<file path="src/common/dock_pkg.sv">
// shared constants, types and decoders for the dual oscillator clock control
// ==========================================================================
package dock_pkg;

    // ==========================================================
    // bus and register map
    localparam int          AXI_AW      = 32;
    localparam int          AXI_DW      = 32;
    localparam int          AXI_SW      = AXI_DW / 8;
    localparam logic [31:0] OFS_SLOW    = 32'h0000_0000;
    localparam logic [31:0] OFS_FAST    = 32'h0000_0004;
    localparam logic [31:0] OFS_STATUS  = 32'h0000_0008;
    localparam logic [1:0]  RESP_OKAY   = 2'h0;
    localparam logic [1:0]  RESP_SLVERR = 2'h2;

    // ==========================================================
    // timing
    localparam int CLK_PERIOD_NS  = 25;
    localparam int STARTUP_DLY_NS = 100;
    localparam int STARTUP_CYC    = (STARTUP_DLY_NS + CLK_PERIOD_NS - 1) / CLK_PERIOD_NS;
    localparam int DLY_W          = 3;

    // ==========================================================
    // divider sizing
    localparam int               DIV_W    = 7;
    localparam int               CNT_W    = 6;
    localparam logic [DIV_W-1:0] DIV_ONE  = 7'h01;
    localparam logic [2:0]       FAST_BAD = 3'h7;

    // ==========================================================
    // register layouts, reserved bits read as zero
    typedef struct packed {
        logic [17:0] rsv;
        logic        tap_b_gate;
        logic [2:0]  tap_b_div;
        logic        tap_a_gate;
        logic [2:0]  tap_a_div;
        logic [1:0]  first_div;
        logic        rate;
        logic        ext_sel;
        logic        force_pol;
        logic        always_on;
    } dock_slow_cfg_t;

    typedef struct packed {
        logic [20:0] rsv;
        logic        startup_dly;
        logic [2:0]  tap_div;
        logic [2:0]  first_div;
        logic        tap_gate;
        logic        ext_sel;
        logic        force_pol;
        logic        always_on;
    } dock_fast_cfg_t;

    typedef struct packed {
        logic [24:0] rsv;
        logic        tap_48;
        logic        tap_47;
        logic        tap_46;
        logic        fast_logic;
        logic        slow_logic;
        logic        fast_run;
        logic        slow_run;
    } dock_status_t;

    // ==========================================================
    // ratio decoders
    function automatic logic [DIV_W-1:0] slow_first_ratio(input logic [1:0] code);
        case (code)
            2'h0:    slow_first_ratio = 7'h01;
            2'h1:    slow_first_ratio = 7'h02;
            2'h2:    slow_first_ratio = 7'h04;
            default: slow_first_ratio = 7'h08;
        endcase
    endfunction

    // 111b is refused at write time, so the default never shows
    function automatic logic [DIV_W-1:0] fast_first_ratio(input logic [2:0] code);
        case (code)
            3'h0:    fast_first_ratio = 7'h01;
            3'h1:    fast_first_ratio = 7'h02;
            3'h2:    fast_first_ratio = 7'h04;
            3'h3:    fast_first_ratio = 7'h08;
            3'h4:    fast_first_ratio = 7'h0C;
            3'h5:    fast_first_ratio = 7'h18;
            3'h6:    fast_first_ratio = 7'h30;
            default: fast_first_ratio = 7'h01;
        endcase
    endfunction

    // fast flag swaps the /3 and /4 codes
    function automatic logic [DIV_W-1:0] tap_ratio(input logic [2:0] code, input logic fast);
        case (code)
            3'h0:    tap_ratio = 7'h01;
            3'h1:    tap_ratio = 7'h02;
            3'h2:    tap_ratio = fast ? 7'h04 : 7'h03;
            3'h3:    tap_ratio = fast ? 7'h03 : 7'h04;
            3'h4:    tap_ratio = 7'h08;
            3'h5:    tap_ratio = 7'h0C;
            3'h6:    tap_ratio = 7'h18;
            default: tap_ratio = 7'h40;
        endcase
    endfunction

    // byte-lane merge for register writes
    function automatic logic [AXI_DW-1:0] lane_merge(input logic [AXI_DW-1:0] old_v,
                                                     input logic [AXI_DW-1:0] new_v,
                                                     input logic [AXI_SW-1:0] strb);
        logic [AXI_DW-1:0] r;
        r = old_v;
        for (int i = 0; i < AXI_SW; i++) begin
            if (strb[i]) begin
                r[i*8 +: 8] = new_v[i*8 +: 8];
            end
        end
        lane_merge = r;
    endfunction

endpackage

</file>
<file path="src/design/dock_div.sv">
// edge counting clock divider with clean clear and gated output
module dock_div
    import dock_pkg::*;
(
    input  wire logic             aclk,
    input  wire logic             aresetn,
    input  wire logic             clk_in,
    input  wire logic             clear,
    input  wire logic [DIV_W-1:0] ratio,
    output logic                  clk_out
);

    typedef struct packed {
        logic             prev;
        logic [CNT_W-1:0] pos;
        logic             out;
    } dock_div_state_t;

    dock_div_state_t st_ff;
    dock_div_state_t nxt_st;

    // ==========================================================
    // next state: count rising edges, high for the first half
    always_comb begin
        logic rise;
        rise = clk_in & ~st_ff.prev;
        nxt_st = st_ff;
        nxt_st.prev = clk_in;
        if (clear) begin
            // parked low with the phase at zero: no runt after release
            nxt_st.pos = '0;
            nxt_st.out = 1'b0;
        end else if (ratio == DIV_ONE) begin
            // pass-through only rises on a real edge
            nxt_st.out = rise | (st_ff.out & clk_in);
        end else if (rise) begin
            nxt_st.out = (st_ff.pos < CNT_W'(ratio >> 1));
            if (st_ff.pos == CNT_W'(ratio - DIV_ONE)) begin
                nxt_st.pos = '0;
            end else begin
                nxt_st.pos = st_ff.pos + CNT_W'(DIV_ONE);
            end
        end
    end

    always_ff @(posedge aclk) begin
        if (!aresetn) begin
            st_ff <= '0;
        end else begin
            st_ff <= nxt_st;
        end
    end

    assign clk_out = st_ff.out;

endmodule

</file>
<file path="src/design/dock_top.sv">
// dual oscillator clock control with enable logic, dividers and register slave
//
// The address map and register access over AXI4-Lite were left to the implementer.
module dock_top
    import dock_pkg::*;
(
    input  wire logic              aclk,
    input  wire logic              aresetn,
    // axi4-lite slave
    input  wire logic [AXI_AW-1:0] s_axi_awaddr,
    input  wire logic [2:0]        s_axi_awprot,
    input  wire logic              s_axi_awvalid,
    output logic                   s_axi_awready,
    input  wire logic [AXI_DW-1:0] s_axi_wdata,
    input  wire logic [AXI_SW-1:0] s_axi_wstrb,
    input  wire logic              s_axi_wvalid,
    output logic                   s_axi_wready,
    output logic [1:0]             s_axi_bresp,
    output logic                   s_axi_bvalid,
    input  wire logic              s_axi_bready,
    input  wire logic [AXI_AW-1:0] s_axi_araddr,
    input  wire logic [2:0]        s_axi_arprot,
    input  wire logic              s_axi_arvalid,
    output logic                   s_axi_arready,
    output logic [AXI_DW-1:0]      s_axi_rdata,
    output logic [1:0]             s_axi_rresp,
    output logic                   s_axi_rvalid,
    input  wire logic              s_axi_rready,
    // device level inputs
    input  wire logic              power_on_ok,
    input  wire logic              trim_enable,
    input  wire logic              slow_matrix_force,
    input  wire logic              fast_matrix_force,
    input  wire logic              slow_cell_request,
    input  wire logic              fast_cell_request,
    input  wire logic              comparator_request,
    // raw oscillator and pin clocks
    input  wire logic              low_frequency_source,
    input  wire logic              ring_source,
    input  wire logic              general_pin_zero,
    input  wire logic              general_pin_one,
    // controls toward the oscillator circuits
    output logic                   slow_osc_run,
    output logic                   fast_osc_run,
    output logic                   slow_osc_rate_select,
    // clock taps toward the connection matrix
    output logic                   matrix_input_46,
    output logic                   matrix_input_47,
    output logic                   matrix_input_48
);

    // ==========================================================
    // input synchroniser lanes
    localparam int NUM_IN    = 11;
    localparam int I_POR     = 0;
    localparam int I_TRIM    = 1;
    localparam int I_FORCE0  = 2;
    localparam int I_FORCE1  = 3;
    localparam int I_REQ0    = 4;
    localparam int I_REQ1    = 5;
    localparam int I_COMP    = 6;
    localparam int I_SRC0    = 7;
    localparam int I_SRC1    = 8;
    localparam int I_PIN0    = 9;
    localparam int I_PIN1    = 10;

    typedef struct packed {
        logic [NUM_IN-1:0] s1;
        logic [NUM_IN-1:0] s2;
        logic [NUM_IN-1:0] s3;
        logic [NUM_IN-1:0] filt;
        dock_slow_cfg_t    slow;
        dock_fast_cfg_t    fast;
        logic              slow_run;
        logic              fast_run;
        logic [DLY_W-1:0]  dly;
        logic              aw_have;
        logic              w_have;
        logic [AXI_AW-1:0] awaddr;
        logic [AXI_DW-1:0] wdata;
        logic [AXI_SW-1:0] wstrb;
        logic              awready;
        logic              wready;
        logic              bvalid;
        logic [1:0]        bresp;
        logic              arready;
        logic              rvalid;
        logic [AXI_DW-1:0] rdata;
        logic [1:0]        rresp;
    } dock_state_t;

    dock_state_t       st_ff;
    dock_state_t       nxt_st;
    logic [NUM_IN-1:0] raw_in;
    logic              slow_logic;
    logic              fast_logic;
    logic              slow_want;
    logic              fast_want;
    logic              slow_active;
    logic              fast_active;
    logic              slow_src;
    logic              fast_src;
    logic              slow_first;
    logic              fast_first;
    logic              tap_46;
    logic              tap_47;
    logic              tap_48;
    dock_status_t      status;

    // ==========================================================
    // oscillator enable ranking, shared by both oscillators
    function automatic logic osc_enable(input logic por,
                                        input logic trim,
                                        input logic ext_sel,
                                        input logic force_hi,
                                        input logic force_pol,
                                        input logic always_on,
                                        input logic request);
        if (!por) begin
            osc_enable = 1'b0;
        end else if (trim) begin
            osc_enable = 1'b1;
        end else if (ext_sel) begin
            osc_enable = 1'b0;
        end else if (force_hi) begin
            osc_enable = force_pol;
        end else if (always_on) begin
            osc_enable = 1'b1;
        end else begin
            osc_enable = request;
        end
    endfunction

    // ==========================================================
    // raw lanes, all of them asynchronous to aclk
    always_comb begin
        raw_in         = '0;
        raw_in[I_POR]    = power_on_ok;
        raw_in[I_TRIM]   = trim_enable;
        raw_in[I_FORCE0] = slow_matrix_force;
        raw_in[I_FORCE1] = fast_matrix_force;
        raw_in[I_REQ0]   = slow_cell_request;
        raw_in[I_REQ1]   = fast_cell_request;
        raw_in[I_COMP]   = comparator_request;
        raw_in[I_SRC0]   = low_frequency_source;
        raw_in[I_SRC1]   = ring_source;
        raw_in[I_PIN0]   = general_pin_zero;
        raw_in[I_PIN1]   = general_pin_one;
    end

    // ==========================================================
    // enables and clock source selection from the filtered lanes
    always_comb begin
        // external clock keeps the downstream logic alive
        slow_logic = st_ff.filt[I_POR] & ~st_ff.filt[I_TRIM] & st_ff.slow.ext_sel;
        fast_logic = st_ff.filt[I_POR] & ~st_ff.filt[I_TRIM] & st_ff.fast.ext_sel;
        slow_want  = osc_enable(st_ff.filt[I_POR], st_ff.filt[I_TRIM], st_ff.slow.ext_sel,
                                st_ff.filt[I_FORCE0], st_ff.slow.force_pol, st_ff.slow.always_on,
                                st_ff.filt[I_REQ0] | st_ff.filt[I_COMP]);
        fast_want  = osc_enable(st_ff.filt[I_POR], st_ff.filt[I_TRIM], st_ff.fast.ext_sel,
                                st_ff.filt[I_FORCE1], st_ff.fast.force_pol, st_ff.fast.always_on,
                                st_ff.filt[I_REQ1]);
        slow_active = st_ff.slow_run | slow_logic;
        fast_active = st_ff.fast_run | fast_logic;
        // a stopped oscillator's stray level never reaches the dividers
        slow_src = slow_logic ? st_ff.filt[I_PIN0] : (st_ff.slow_run & st_ff.filt[I_SRC0]);
        fast_src = fast_logic ? st_ff.filt[I_PIN1] : (st_ff.fast_run & st_ff.filt[I_SRC1]);
    end

    // ==========================================================
    // status word as software sees it
    always_comb begin
        status            = '0;
        status.slow_run   = st_ff.slow_run;
        status.fast_run   = st_ff.fast_run;
        status.slow_logic = slow_logic;
        status.fast_logic = fast_logic;
        status.tap_46     = tap_46;
        status.tap_47     = tap_47;
        status.tap_48     = tap_48;
    end

    // ==========================================================
    // next state: synchroniser, run control, register slave
    always_comb begin
        logic [AXI_DW-1:0] merged;
        dock_slow_cfg_t    new_slow;
        dock_fast_cfg_t    new_fast;
        merged   = '0;
        new_slow = '0;
        new_fast = '0;
        nxt_st   = st_ff;

        // three stages; a lane moves once stages two and three agree
        nxt_st.s1   = raw_in;
        nxt_st.s2   = st_ff.s1;
        nxt_st.s3   = st_ff.s2;
        nxt_st.filt = (~(st_ff.s2 ^ st_ff.s3) & st_ff.s3) | ((st_ff.s2 ^ st_ff.s3) & st_ff.filt);

        // slow oscillator follows its enable directly
        nxt_st.slow_run = slow_want;

        // fast oscillator optionally waits out the startup delay
        if (!fast_want) begin
            nxt_st.fast_run = 1'b0;
            nxt_st.dly      = '0;
        end else if (!st_ff.fast.startup_dly) begin
            nxt_st.fast_run = 1'b1;
        end else if (st_ff.dly == DLY_W'(STARTUP_CYC)) begin
            nxt_st.fast_run = 1'b1;
        end else if (!st_ff.fast_run) begin
            nxt_st.dly = st_ff.dly + DLY_W'(DIV_ONE);
        end

        // write address and data, taken in either order
        if (s_axi_awvalid && st_ff.awready) begin
            nxt_st.aw_have = 1'b1;
            nxt_st.awaddr  = s_axi_awaddr;
        end
        if (s_axi_wvalid && st_ff.wready) begin
            nxt_st.w_have = 1'b1;
            nxt_st.wdata  = s_axi_wdata;
            nxt_st.wstrb  = s_axi_wstrb;
        end
        if (st_ff.bvalid && s_axi_bready) begin
            nxt_st.bvalid = 1'b0;
        end

        // commit once both halves are held and no response is pending
        if (st_ff.aw_have && st_ff.w_have && !st_ff.bvalid) begin
            nxt_st.aw_have = 1'b0;
            nxt_st.w_have  = 1'b0;
            nxt_st.bvalid  = 1'b1;
            nxt_st.bresp   = RESP_OKAY;
            case (st_ff.awaddr)
                OFS_SLOW: begin
                    merged       = lane_merge(st_ff.slow, st_ff.wdata, st_ff.wstrb);
                    new_slow     = dock_slow_cfg_t'(merged);
                    new_slow.rsv = '0;
                    nxt_st.slow  = new_slow;
                end
                OFS_FAST: begin
                    merged       = lane_merge(st_ff.fast, st_ff.wdata, st_ff.wstrb);
                    new_fast     = dock_fast_cfg_t'(merged);
                    new_fast.rsv = '0;
                    // the invalid first divider code is refused, old value kept
                    if (new_fast.first_div == FAST_BAD) begin
                        new_fast.first_div = st_ff.fast.first_div;
                    end
                    nxt_st.fast  = new_fast;
                end
                OFS_STATUS: begin
                    nxt_st.bresp = RESP_OKAY;   // read-only, write dropped
                end
                default: begin
                    nxt_st.bresp = RESP_SLVERR;
                end
            endcase
        end
        nxt_st.awready = ~nxt_st.aw_have & ~nxt_st.bvalid;
        nxt_st.wready  = ~nxt_st.w_have & ~nxt_st.bvalid;

        // reads answer one cycle after the address is taken
        if (st_ff.rvalid && s_axi_rready) begin
            nxt_st.rvalid = 1'b0;
        end
        if (s_axi_arvalid && st_ff.arready) begin
            nxt_st.rvalid = 1'b1;
            nxt_st.rresp  = RESP_OKAY;
            case (s_axi_araddr)
                OFS_SLOW:   nxt_st.rdata = st_ff.slow;
                OFS_FAST:   nxt_st.rdata = st_ff.fast;
                OFS_STATUS: nxt_st.rdata = status;
                default: begin
                    nxt_st.rdata = '0;
                    nxt_st.rresp = RESP_SLVERR;
                end
            endcase
        end
        nxt_st.arready = ~nxt_st.rvalid;
    end

    // ==========================================================
    // state register; readies come up one edge after release
    always_ff @(posedge aclk) begin
        if (!aresetn) begin
            st_ff <= '0;
        end else begin
            st_ff <= nxt_st;
        end
    end

    // ==========================================================
    // first stage dividers, parked while neither their oscillator nor the external clock is in use
    dock_div u_slow_first (
        .aclk    (aclk),
        .aresetn (aresetn),
        .clk_in  (slow_src),
        .clear   (~slow_active),
        .ratio   (slow_first_ratio(st_ff.slow.first_div)),
        .clk_out (slow_first)
    );

    dock_div u_fast_first (
        .aclk    (aclk),
        .aresetn (aresetn),
        .clk_in  (fast_src),
        .clear   (~fast_active),
        .ratio   (fast_first_ratio(st_ff.fast.first_div)),
        .clk_out (fast_first)
    );

    // ==========================================================
    // second stage taps; a cleared gate holds the tap low
    dock_div u_tap_46 (
        .aclk    (aclk),
        .aresetn (aresetn),
        .clk_in  (slow_first),
        .clear   (~(slow_active & st_ff.slow.tap_a_gate)),
        .ratio   (tap_ratio(st_ff.slow.tap_a_div, 1'b0)),
        .clk_out (tap_46)
    );

    dock_div u_tap_47 (
        .aclk    (aclk),
        .aresetn (aresetn),
        .clk_in  (slow_first),
        .clear   (~(slow_active & st_ff.slow.tap_b_gate)),
        .ratio   (tap_ratio(st_ff.slow.tap_b_div, 1'b0)),
        .clk_out (tap_47)
    );

    dock_div u_tap_48 (
        .aclk    (aclk),
        .aresetn (aresetn),
        .clk_in  (fast_first),
        .clear   (~(fast_active & st_ff.fast.tap_gate)),
        .ratio   (tap_ratio(st_ff.fast.tap_div, 1'b1)),
        .clk_out (tap_48)
    );

    // ==========================================================
    // outputs, every one straight from a flop
    assign s_axi_awready        = st_ff.awready;
    assign s_axi_wready         = st_ff.wready;
    assign s_axi_bvalid         = st_ff.bvalid;
    assign s_axi_bresp          = st_ff.bresp;
    assign s_axi_arready        = st_ff.arready;
    assign s_axi_rvalid         = st_ff.rvalid;
    assign s_axi_rdata          = st_ff.rdata;
    assign s_axi_rresp          = st_ff.rresp;
    assign slow_osc_run         = st_ff.slow_run;
    assign fast_osc_run         = st_ff.fast_run;
    assign slow_osc_rate_select = st_ff.slow.rate;   // 0 gives 2.048 kHz, 1 gives 10 kHz
    assign matrix_input_46      = tap_46;
    assign matrix_input_47      = tap_47;
    assign matrix_input_48      = tap_48;

endmodule

</file>
<file path="config.mk">
export PLATFORM = sky130hd
export DESIGN_NAME = dock_top
export DESIGN_NICKNAME = d
export VERILOG_FILES = /design/src/common/dock_pkg.sv /design/src/design/dock_div.sv /design/src/design/dock_top.sv
export SDC_FILE = /design/constraint.sdc
export NUM_CORES = 1
export LEC_CHECK = 0
export ABC_AREA = 1
export BUFFER_PORTS_ARGS = -buffer_cell sky130_fd_sc_hd__clkbuf_2
export CAP_MARGIN = 0
export CORE_MARGIN = 2
export CORE_UTILIZATION = 45
export DETAILED_ROUTE_END_ITERATION = 10
export HOLD_SLACK_MARGIN = 0.1
export PLACE_DENSITY = 0.81
export RECOVER_POWER = 50
export SLEW_MARGIN = 5
export SYNTH_ARGS = -nofsm -noshare
export SYNTH_HDL_FRONTEND = slang
export SYNTH_SLANG_ARGS = --single-unit
</file>
<file path="constraint.sdc">
create_clock -name aclk -period 1.9 [get_ports aclk]
set_input_delay 0.38 -clock aclk [delete_from_list [all_inputs] [get_ports aclk]]
set_output_delay 0.38 -clock aclk [all_outputs]
set_load 0.01 [all_outputs]
</file>
**Yosys cells after proc, flatten, opt, wreduce, memory -nomap -nowiden**

Cells that the tools add are included.

- Add/subtract/negate cells: 11
- Magnitude comparators: 5
- Eq/ne operators: 44
- Multiplexer cells: 46
- Bitwise gates (word level): 49
- Reductions and logical operators: 39

Operator list:

| cell | number |
|---|---|
| one-hot mux 7 bit (7 select lines) | 3 |
| == test 32 x 3 -> 1 bit, second input constant | 2 |
| == test 32 x 4 -> 1 bit, second input constant | 2 |
| zero test 32 bit | 2 |
| == test 3 bit, second input constant | 14 |
| one-hot mux 14 bit (3 select lines) | 1 |
| one-hot mux 6 bit (6 select lines) | 1 |
| two-way mux 35 bit | 1 |
| adder 6 x 1 -> 6 bit, second input constant | 5 |
| == test 6 bit | 5 |
| two-way mux 6 bit | 5 |
| two-way mux 1 bit | 27 |
| == test 3 x 2 -> 1 bit, second input constant | 8 |
| two-way mux 8 bit | 3 |
| AND reduction 2 bit | 12 |
| subtractor 6 x 1 -> 6 bit, second input constant | 4 |
| AND 11 bit | 2 |
| == test 7 x 1 -> 1 bit, second input constant | 3 |
| AND 1 bit | 19 |
| less-than comparator 6 bit | 3 |
| AND reduction 3 bit | 6 |
| inverter 1 bit | 17 |
| == test 3 x 1 -> 1 bit, second input constant | 4 |
| one-hot mux 4 bit (3 select lines) | 1 |
| other kinds (22) | 44 |

- Bits in registers: 204
- Input port bits: 124
- Output and inout port bits: 47
- Word-level logic and storage cells: 246

**Logic depth before layout (Yosys ltp)**

- Depth in word-level cells: 7
- Depth in mapped cells: 14
- Depth with buffers taken out: 14

**Cells and area by module**

Synthesis repeated with hierarchy kept, for this count alone.

- Cells, all modules: 1508
- Area total of the unflattened synthesis: 10055.9 µm²

Modules (own cells, without submodules):

| module | instances | cells each | area an instance (µm²) | seq. area each (µm²) |
|---|---|---|---|---|
| dock_top | 1 | 883 | 6202.2 | 2902.8 |
| dock_div | 5 | 125 | 770.7 | 160.2 |

**Worst setup path after synthesis**

Ideal clock, no wire load.

- Path type: flip-flop to flip-flop
- Start: register st_ff[124] in the netlist's numbering
- End: register u_tap_48.st_ff[1] in the netlist's numbering
- Setup time: 0.116 ns
- Arrival: 1.657 ns
- Required time: 1.784 ns
- Path slack: 0.127 ns
- Cell stages (with the launch flop): 13
- Buffers on the path: 0
- Period minus slack after synthesis: 1.773 ns
- Path through: dfxtp_1 inv_1 nor2_1 nor2_1 nand2_1 ha_1 xnor2_1 nor2_1 nand2_1 nor3_1 nand3_1 nand2_1 nor2_1

- Cells in the longest elaborated chain, start to end: 5
- Elaborated cells between the ends (all ways): 14
- Classes of those cells: 1 x add/sub; 8 x eq/ne; 2 x mux; 1 x bitwise; 2 x reduce/logical

RTL lines:

| what | RTL line | text |
|---|---|---|
| from (decl) | dock_top.sv:92 | `dock_state_t st_ff;` |
| from (signal assigned) | dock_top.sv:289 | `st_ff <= nxt_st;` |
| == test 3 bit (tied with other cells) | dock_pkg.sv:94 | `case (code)` |
| one-hot mux 7 bit (7 select lines) (*) | dock_pkg.sv:94 |  |
| subtractor 6 x 1 -> 6 bit / == test 7 x 1 -> 1 bit (equally long branches) | dock_div.sv:38, dock_div.sv:33 |  |
| == test 6 bit / inverter 1 bit (equally long branches) | -- |  |
| two-way mux 6 bit / AND reduction 2 bit (equally long branches) | -- |  |
| to (signal assigned) | dock_div.sv:50 | `st_ff <= nxt_st;` |
| to (decl) | dock_div.sv:19 | `dock_div_state_t st_ff;` |

Every way passes the cells marked *; elsewhere a longest branch is shown, timed or not.
A chain may end at the register's enable or synchronous reset.

**Final worst setup path**

- Start: register st_ff[154] in the netlist's numbering
- End: register u_tap_46.st_ff[4] in the netlist's numbering

- Cells in the longest elaborated chain, start to end: 5
- Elaborated cells between the ends (all ways): 14
- Classes of those cells: 1 x add/sub; 8 x eq/ne; 2 x mux; 1 x bitwise; 2 x reduce/logical

RTL lines:

| what | RTL line |
|---|---|
| == test 3 bit (tied with other cells) | dock_pkg.sv:94 |
| one-hot mux 7 bit (7 select lines) (*) | dock_pkg.sv:94 |
| subtractor 6 x 1 -> 6 bit / == test 7 x 1 -> 1 bit (equally long branches) | dock_div.sv:38, dock_div.sv:33 |
| == test 6 bit / inverter 1 bit (equally long branches) | -- |
| two-way mux 6 bit / AND reduction 2 bit (equally long branches) | -- |
| to (signal assigned) | dock_div.sv:50 |
| to (decl) | dock_div.sv:19 |

Marked as above.

==> run metrics <==
pwr dens approximately 770 nW/um^2; layout cells sized above 1 0.1704; Worst-Skew Late Latency approximately 430 ps; # H-tree levels 4; sequential share of power 0.499; post-route insts no fill between 1500 and 2000; PortBufs 124; synthesized area per cell about 7 um^2; Hold Startpoint fast_cell_request; root buffer cell clkbuf_16; FF-to-FF Start st_ff[154]$_SDFFE_PN0P_; Yosys warnings 0; power share of the combinational group 0.062; initial antenna violation count 0; RSZ-0062 raised after global routing true; Pre-Repair DR Iteration Count 5; Worst R2R Path Depth 11; Worst Hold Class in -> reg; CTS tree yes; Filler Cell Count 1836; worst-margin pin slew between 1000 and 1500 ps; starting density of the core 0.4569; Vias/cell 4.881; placed cells between 1500 and 2000; wirelength, routed 20320 um; Die W roughly 140 um; WHS Path Cells 3; core box area between 15000 and 20000 um^2; Post-DRT Antenna Nets 0; Yosys cell types 45; drt wl/cell 12.32 um; crit path DAT between 2000 and 2500 ps; placer's final routability congestion estimate 0.9182; count leader, synth nand2_1; status complete, no violations; Sink Count 184; normalized max-slew margin 0.2174; half-perimeter wire length after placement 15080 um; cells after synthesis 1238; ys async rst share 0; Yosys top cell area share 0.4169; clock-pin slew on the worst setup and hold paths ~70 ps; Crit Path Category reg -> reg; Post-Syn Area just under 9000 um^2; final hold viol count 0; clk buf depth 2; Synth-to-Final Area Change 18.50%; Overflow after GRT 0; Synth Register Bits 184; Critical Path Start st_ff[154]$_SDFFE_PN0P_; first-pass GRT wire length about 33000 um; fmax around 0.55 GHz; DR iter-0 viols ~460; Synth top cells by count 236 x nand2_1, 203 x nor2_1, 184 x dfxtp_1; ranking of synthesized cells by area dfxtp_1 42%, nand2_1 10%, nor2_1 8.6%, inv_1 5.9%, o21ai_0 5.4%; ys flop type dfxtp_1; Total GRT Usage 0.1973; CP Data Required Time roughly 2200 ps; IR drop worst, VDD about 0.00068 V; crit path max fanout 5; Sw Share 0.2579; worst slack at placement 21.73 ps; Pwr Total slightly above 0.008 W; Sw Pwr about 0.0021 W; Final period util 0.9616; Yosys top cell by area dfxtp_1; Clock power frac 0.439; Post-CTS Hold Fix Bufs 0; Int Pwr around 0.006 W; Inserted Diodes 0; DRC 0; minimum clock period 1827 ps; count of flip-flops with a built-in enable after synthesis 0; count of final setup violators 0; Vert. Die Dim 144.1 um; Ports roughly 170; Worst Setup End Kind flop; DIE AREA between 20000 and 25000 um^2; setup TNS 0 ps; final slew viol count 0; Critical Path Source Type flop; vias in the first global route around 7400; Rows between 50 and 60; cts bufs inserted 17; Max Cap Viol 0; Fin Clk Skew 9.485 ps; register area share after synthesis 0.4169; Setup WS post-layout approximately 73 ps; largest net degree at the start of global routing a little over 80; Final Net Count between 1500 and 2000; Leak Pwr approximately 4.7 nW; via count slightly above 8000
-- power by group through the flow --
stage                     Clock (W)  Combinational, W  Sequential, W
after floorplan                   0          0.000355        0.00412
after global placement            0          0.000501        0.00413
after detailed placement          0          0.000515        0.00414
after CTS                   0.00360          0.000517        0.00405
after global routing        0.00375          0.000585        0.00406
final                       0.00356          0.000502        0.00404
-- critical path, stage by stage (launching register included) --
cell      delay (ps)
dfxtp_2          320
inv_2             90
nand2_4           80
nand2_4           70
nand2_4           60
ha_4             260
xor2_1           130
o21ai_1           70
nor3b_1          190
nand3_1          150
o21bai_4         220
nor2_1            70
-- flip-flops by register name, summed over array words and instances (netlist names), 6 cells and up, named ones only --
signal	flops
u_tap_47.st_ff	6
u_slow_first.st_ff	7
u_tap_48.st_ff	7
st_ff	88
u_tap_46.st_ff	7
nxt_st	22
u_fast_first.st_ff	7
s_axi_rdata	14
-- worst paths after layout --
| check | endpoint | slack [ps] |
|---|---|---|
| setup / recovery | u_tap_46.st_ff[4]$_SDFFE_PN0P_ | 70 |
| hold / removal | nxt_st[207]$_SDFF_PN0_ | 120 |
| setup reg to reg | u_tap_46.st_ff[4]$_SDFFE_PN0P_ | 70 |
| hold reg to reg | nxt_st[193]$_SDFF_PN0_ | 410 |
-- cell families after synthesis --
logic type / Yosys count / synth area share
AND/OR/NAND/NOR: 574 / 0.2753
buffers and inverters: 215 / 0.1093
AO/OA/AOI/OAI: 194 / 0.1153
flip-flops: 184 / 0.4169
XOR/XNOR: 38 / 0.03767
adder cells (fa/ha/maj): 31 / 0.04390
other: 1 / 0.0004245
multiplexers: 1 / 0.001133
-- layer usage --
layer	vias up	GRT usage	part of all wire
li1	4173	-	-
met1	3665	0.2321	0.43
met2	172	0.3489	0.50
met3	43	0.03576	0.039
met4	0	0.09082	0.029
met5	-	0	0
-- per-stage QoR --
stage / hold WS (ps) / utilization / area (um^2)
floorplan: 390.5 / - / 8906
global placement: 392.0 / 0.5031 / 9728
detailed placement: 395.4 / 0.5031 / 9728
CTS: 112.1 / 0.5350 / 10340
global route: 119.9 / 0.5414 / 10470
finish: 122.3 / 0.5414 / 10470
-- layout make-up --
class / instances / area (um^2) / area share
Timing Repair Buffer: 167 / 912.1 / 0.08713
Multi-Input combinational cell: 858 / 4363 / 0.4168
Clock buffer: 19 / 452.9 / 0.04327
Tap cell: 265 / 331.6 / 0.03167
Inverter: 144 / 543.0 / 0.05187
Clock inverter: 13 / 162.7 / 0.01554
Sequential cell: 184 / 3704 / 0.3538
-- cells in the final DEF (no fill, tap or decap), types with 4 or more instances in the layout --
cell       instances
inv_1            130
a21oi_1           81
nor3_1            12
o21ai_0           93
clkbuf_16         17
clkbuf_2         102
nor4_1             4
nor2_1           201
dfxtp_1          172
clkinv_8           6
nand3_1           81
conb_1            20
nand4_1           10
nor2_2             4
buf_4             37
xnor2_1           12
dfxtp_2           10
clkbuf_1          25
nand2_2            9
inv_2             12
nand2_4            6
nand2_1          228
ha_1              29
xor2_1            25
-- repair_timing --
item,CTS,global route
setup endpoints to repair,0,30
buffers inserted,0,7
resized for setup,0,48
No activity file was read; power rests on OpenSTA's default activity.
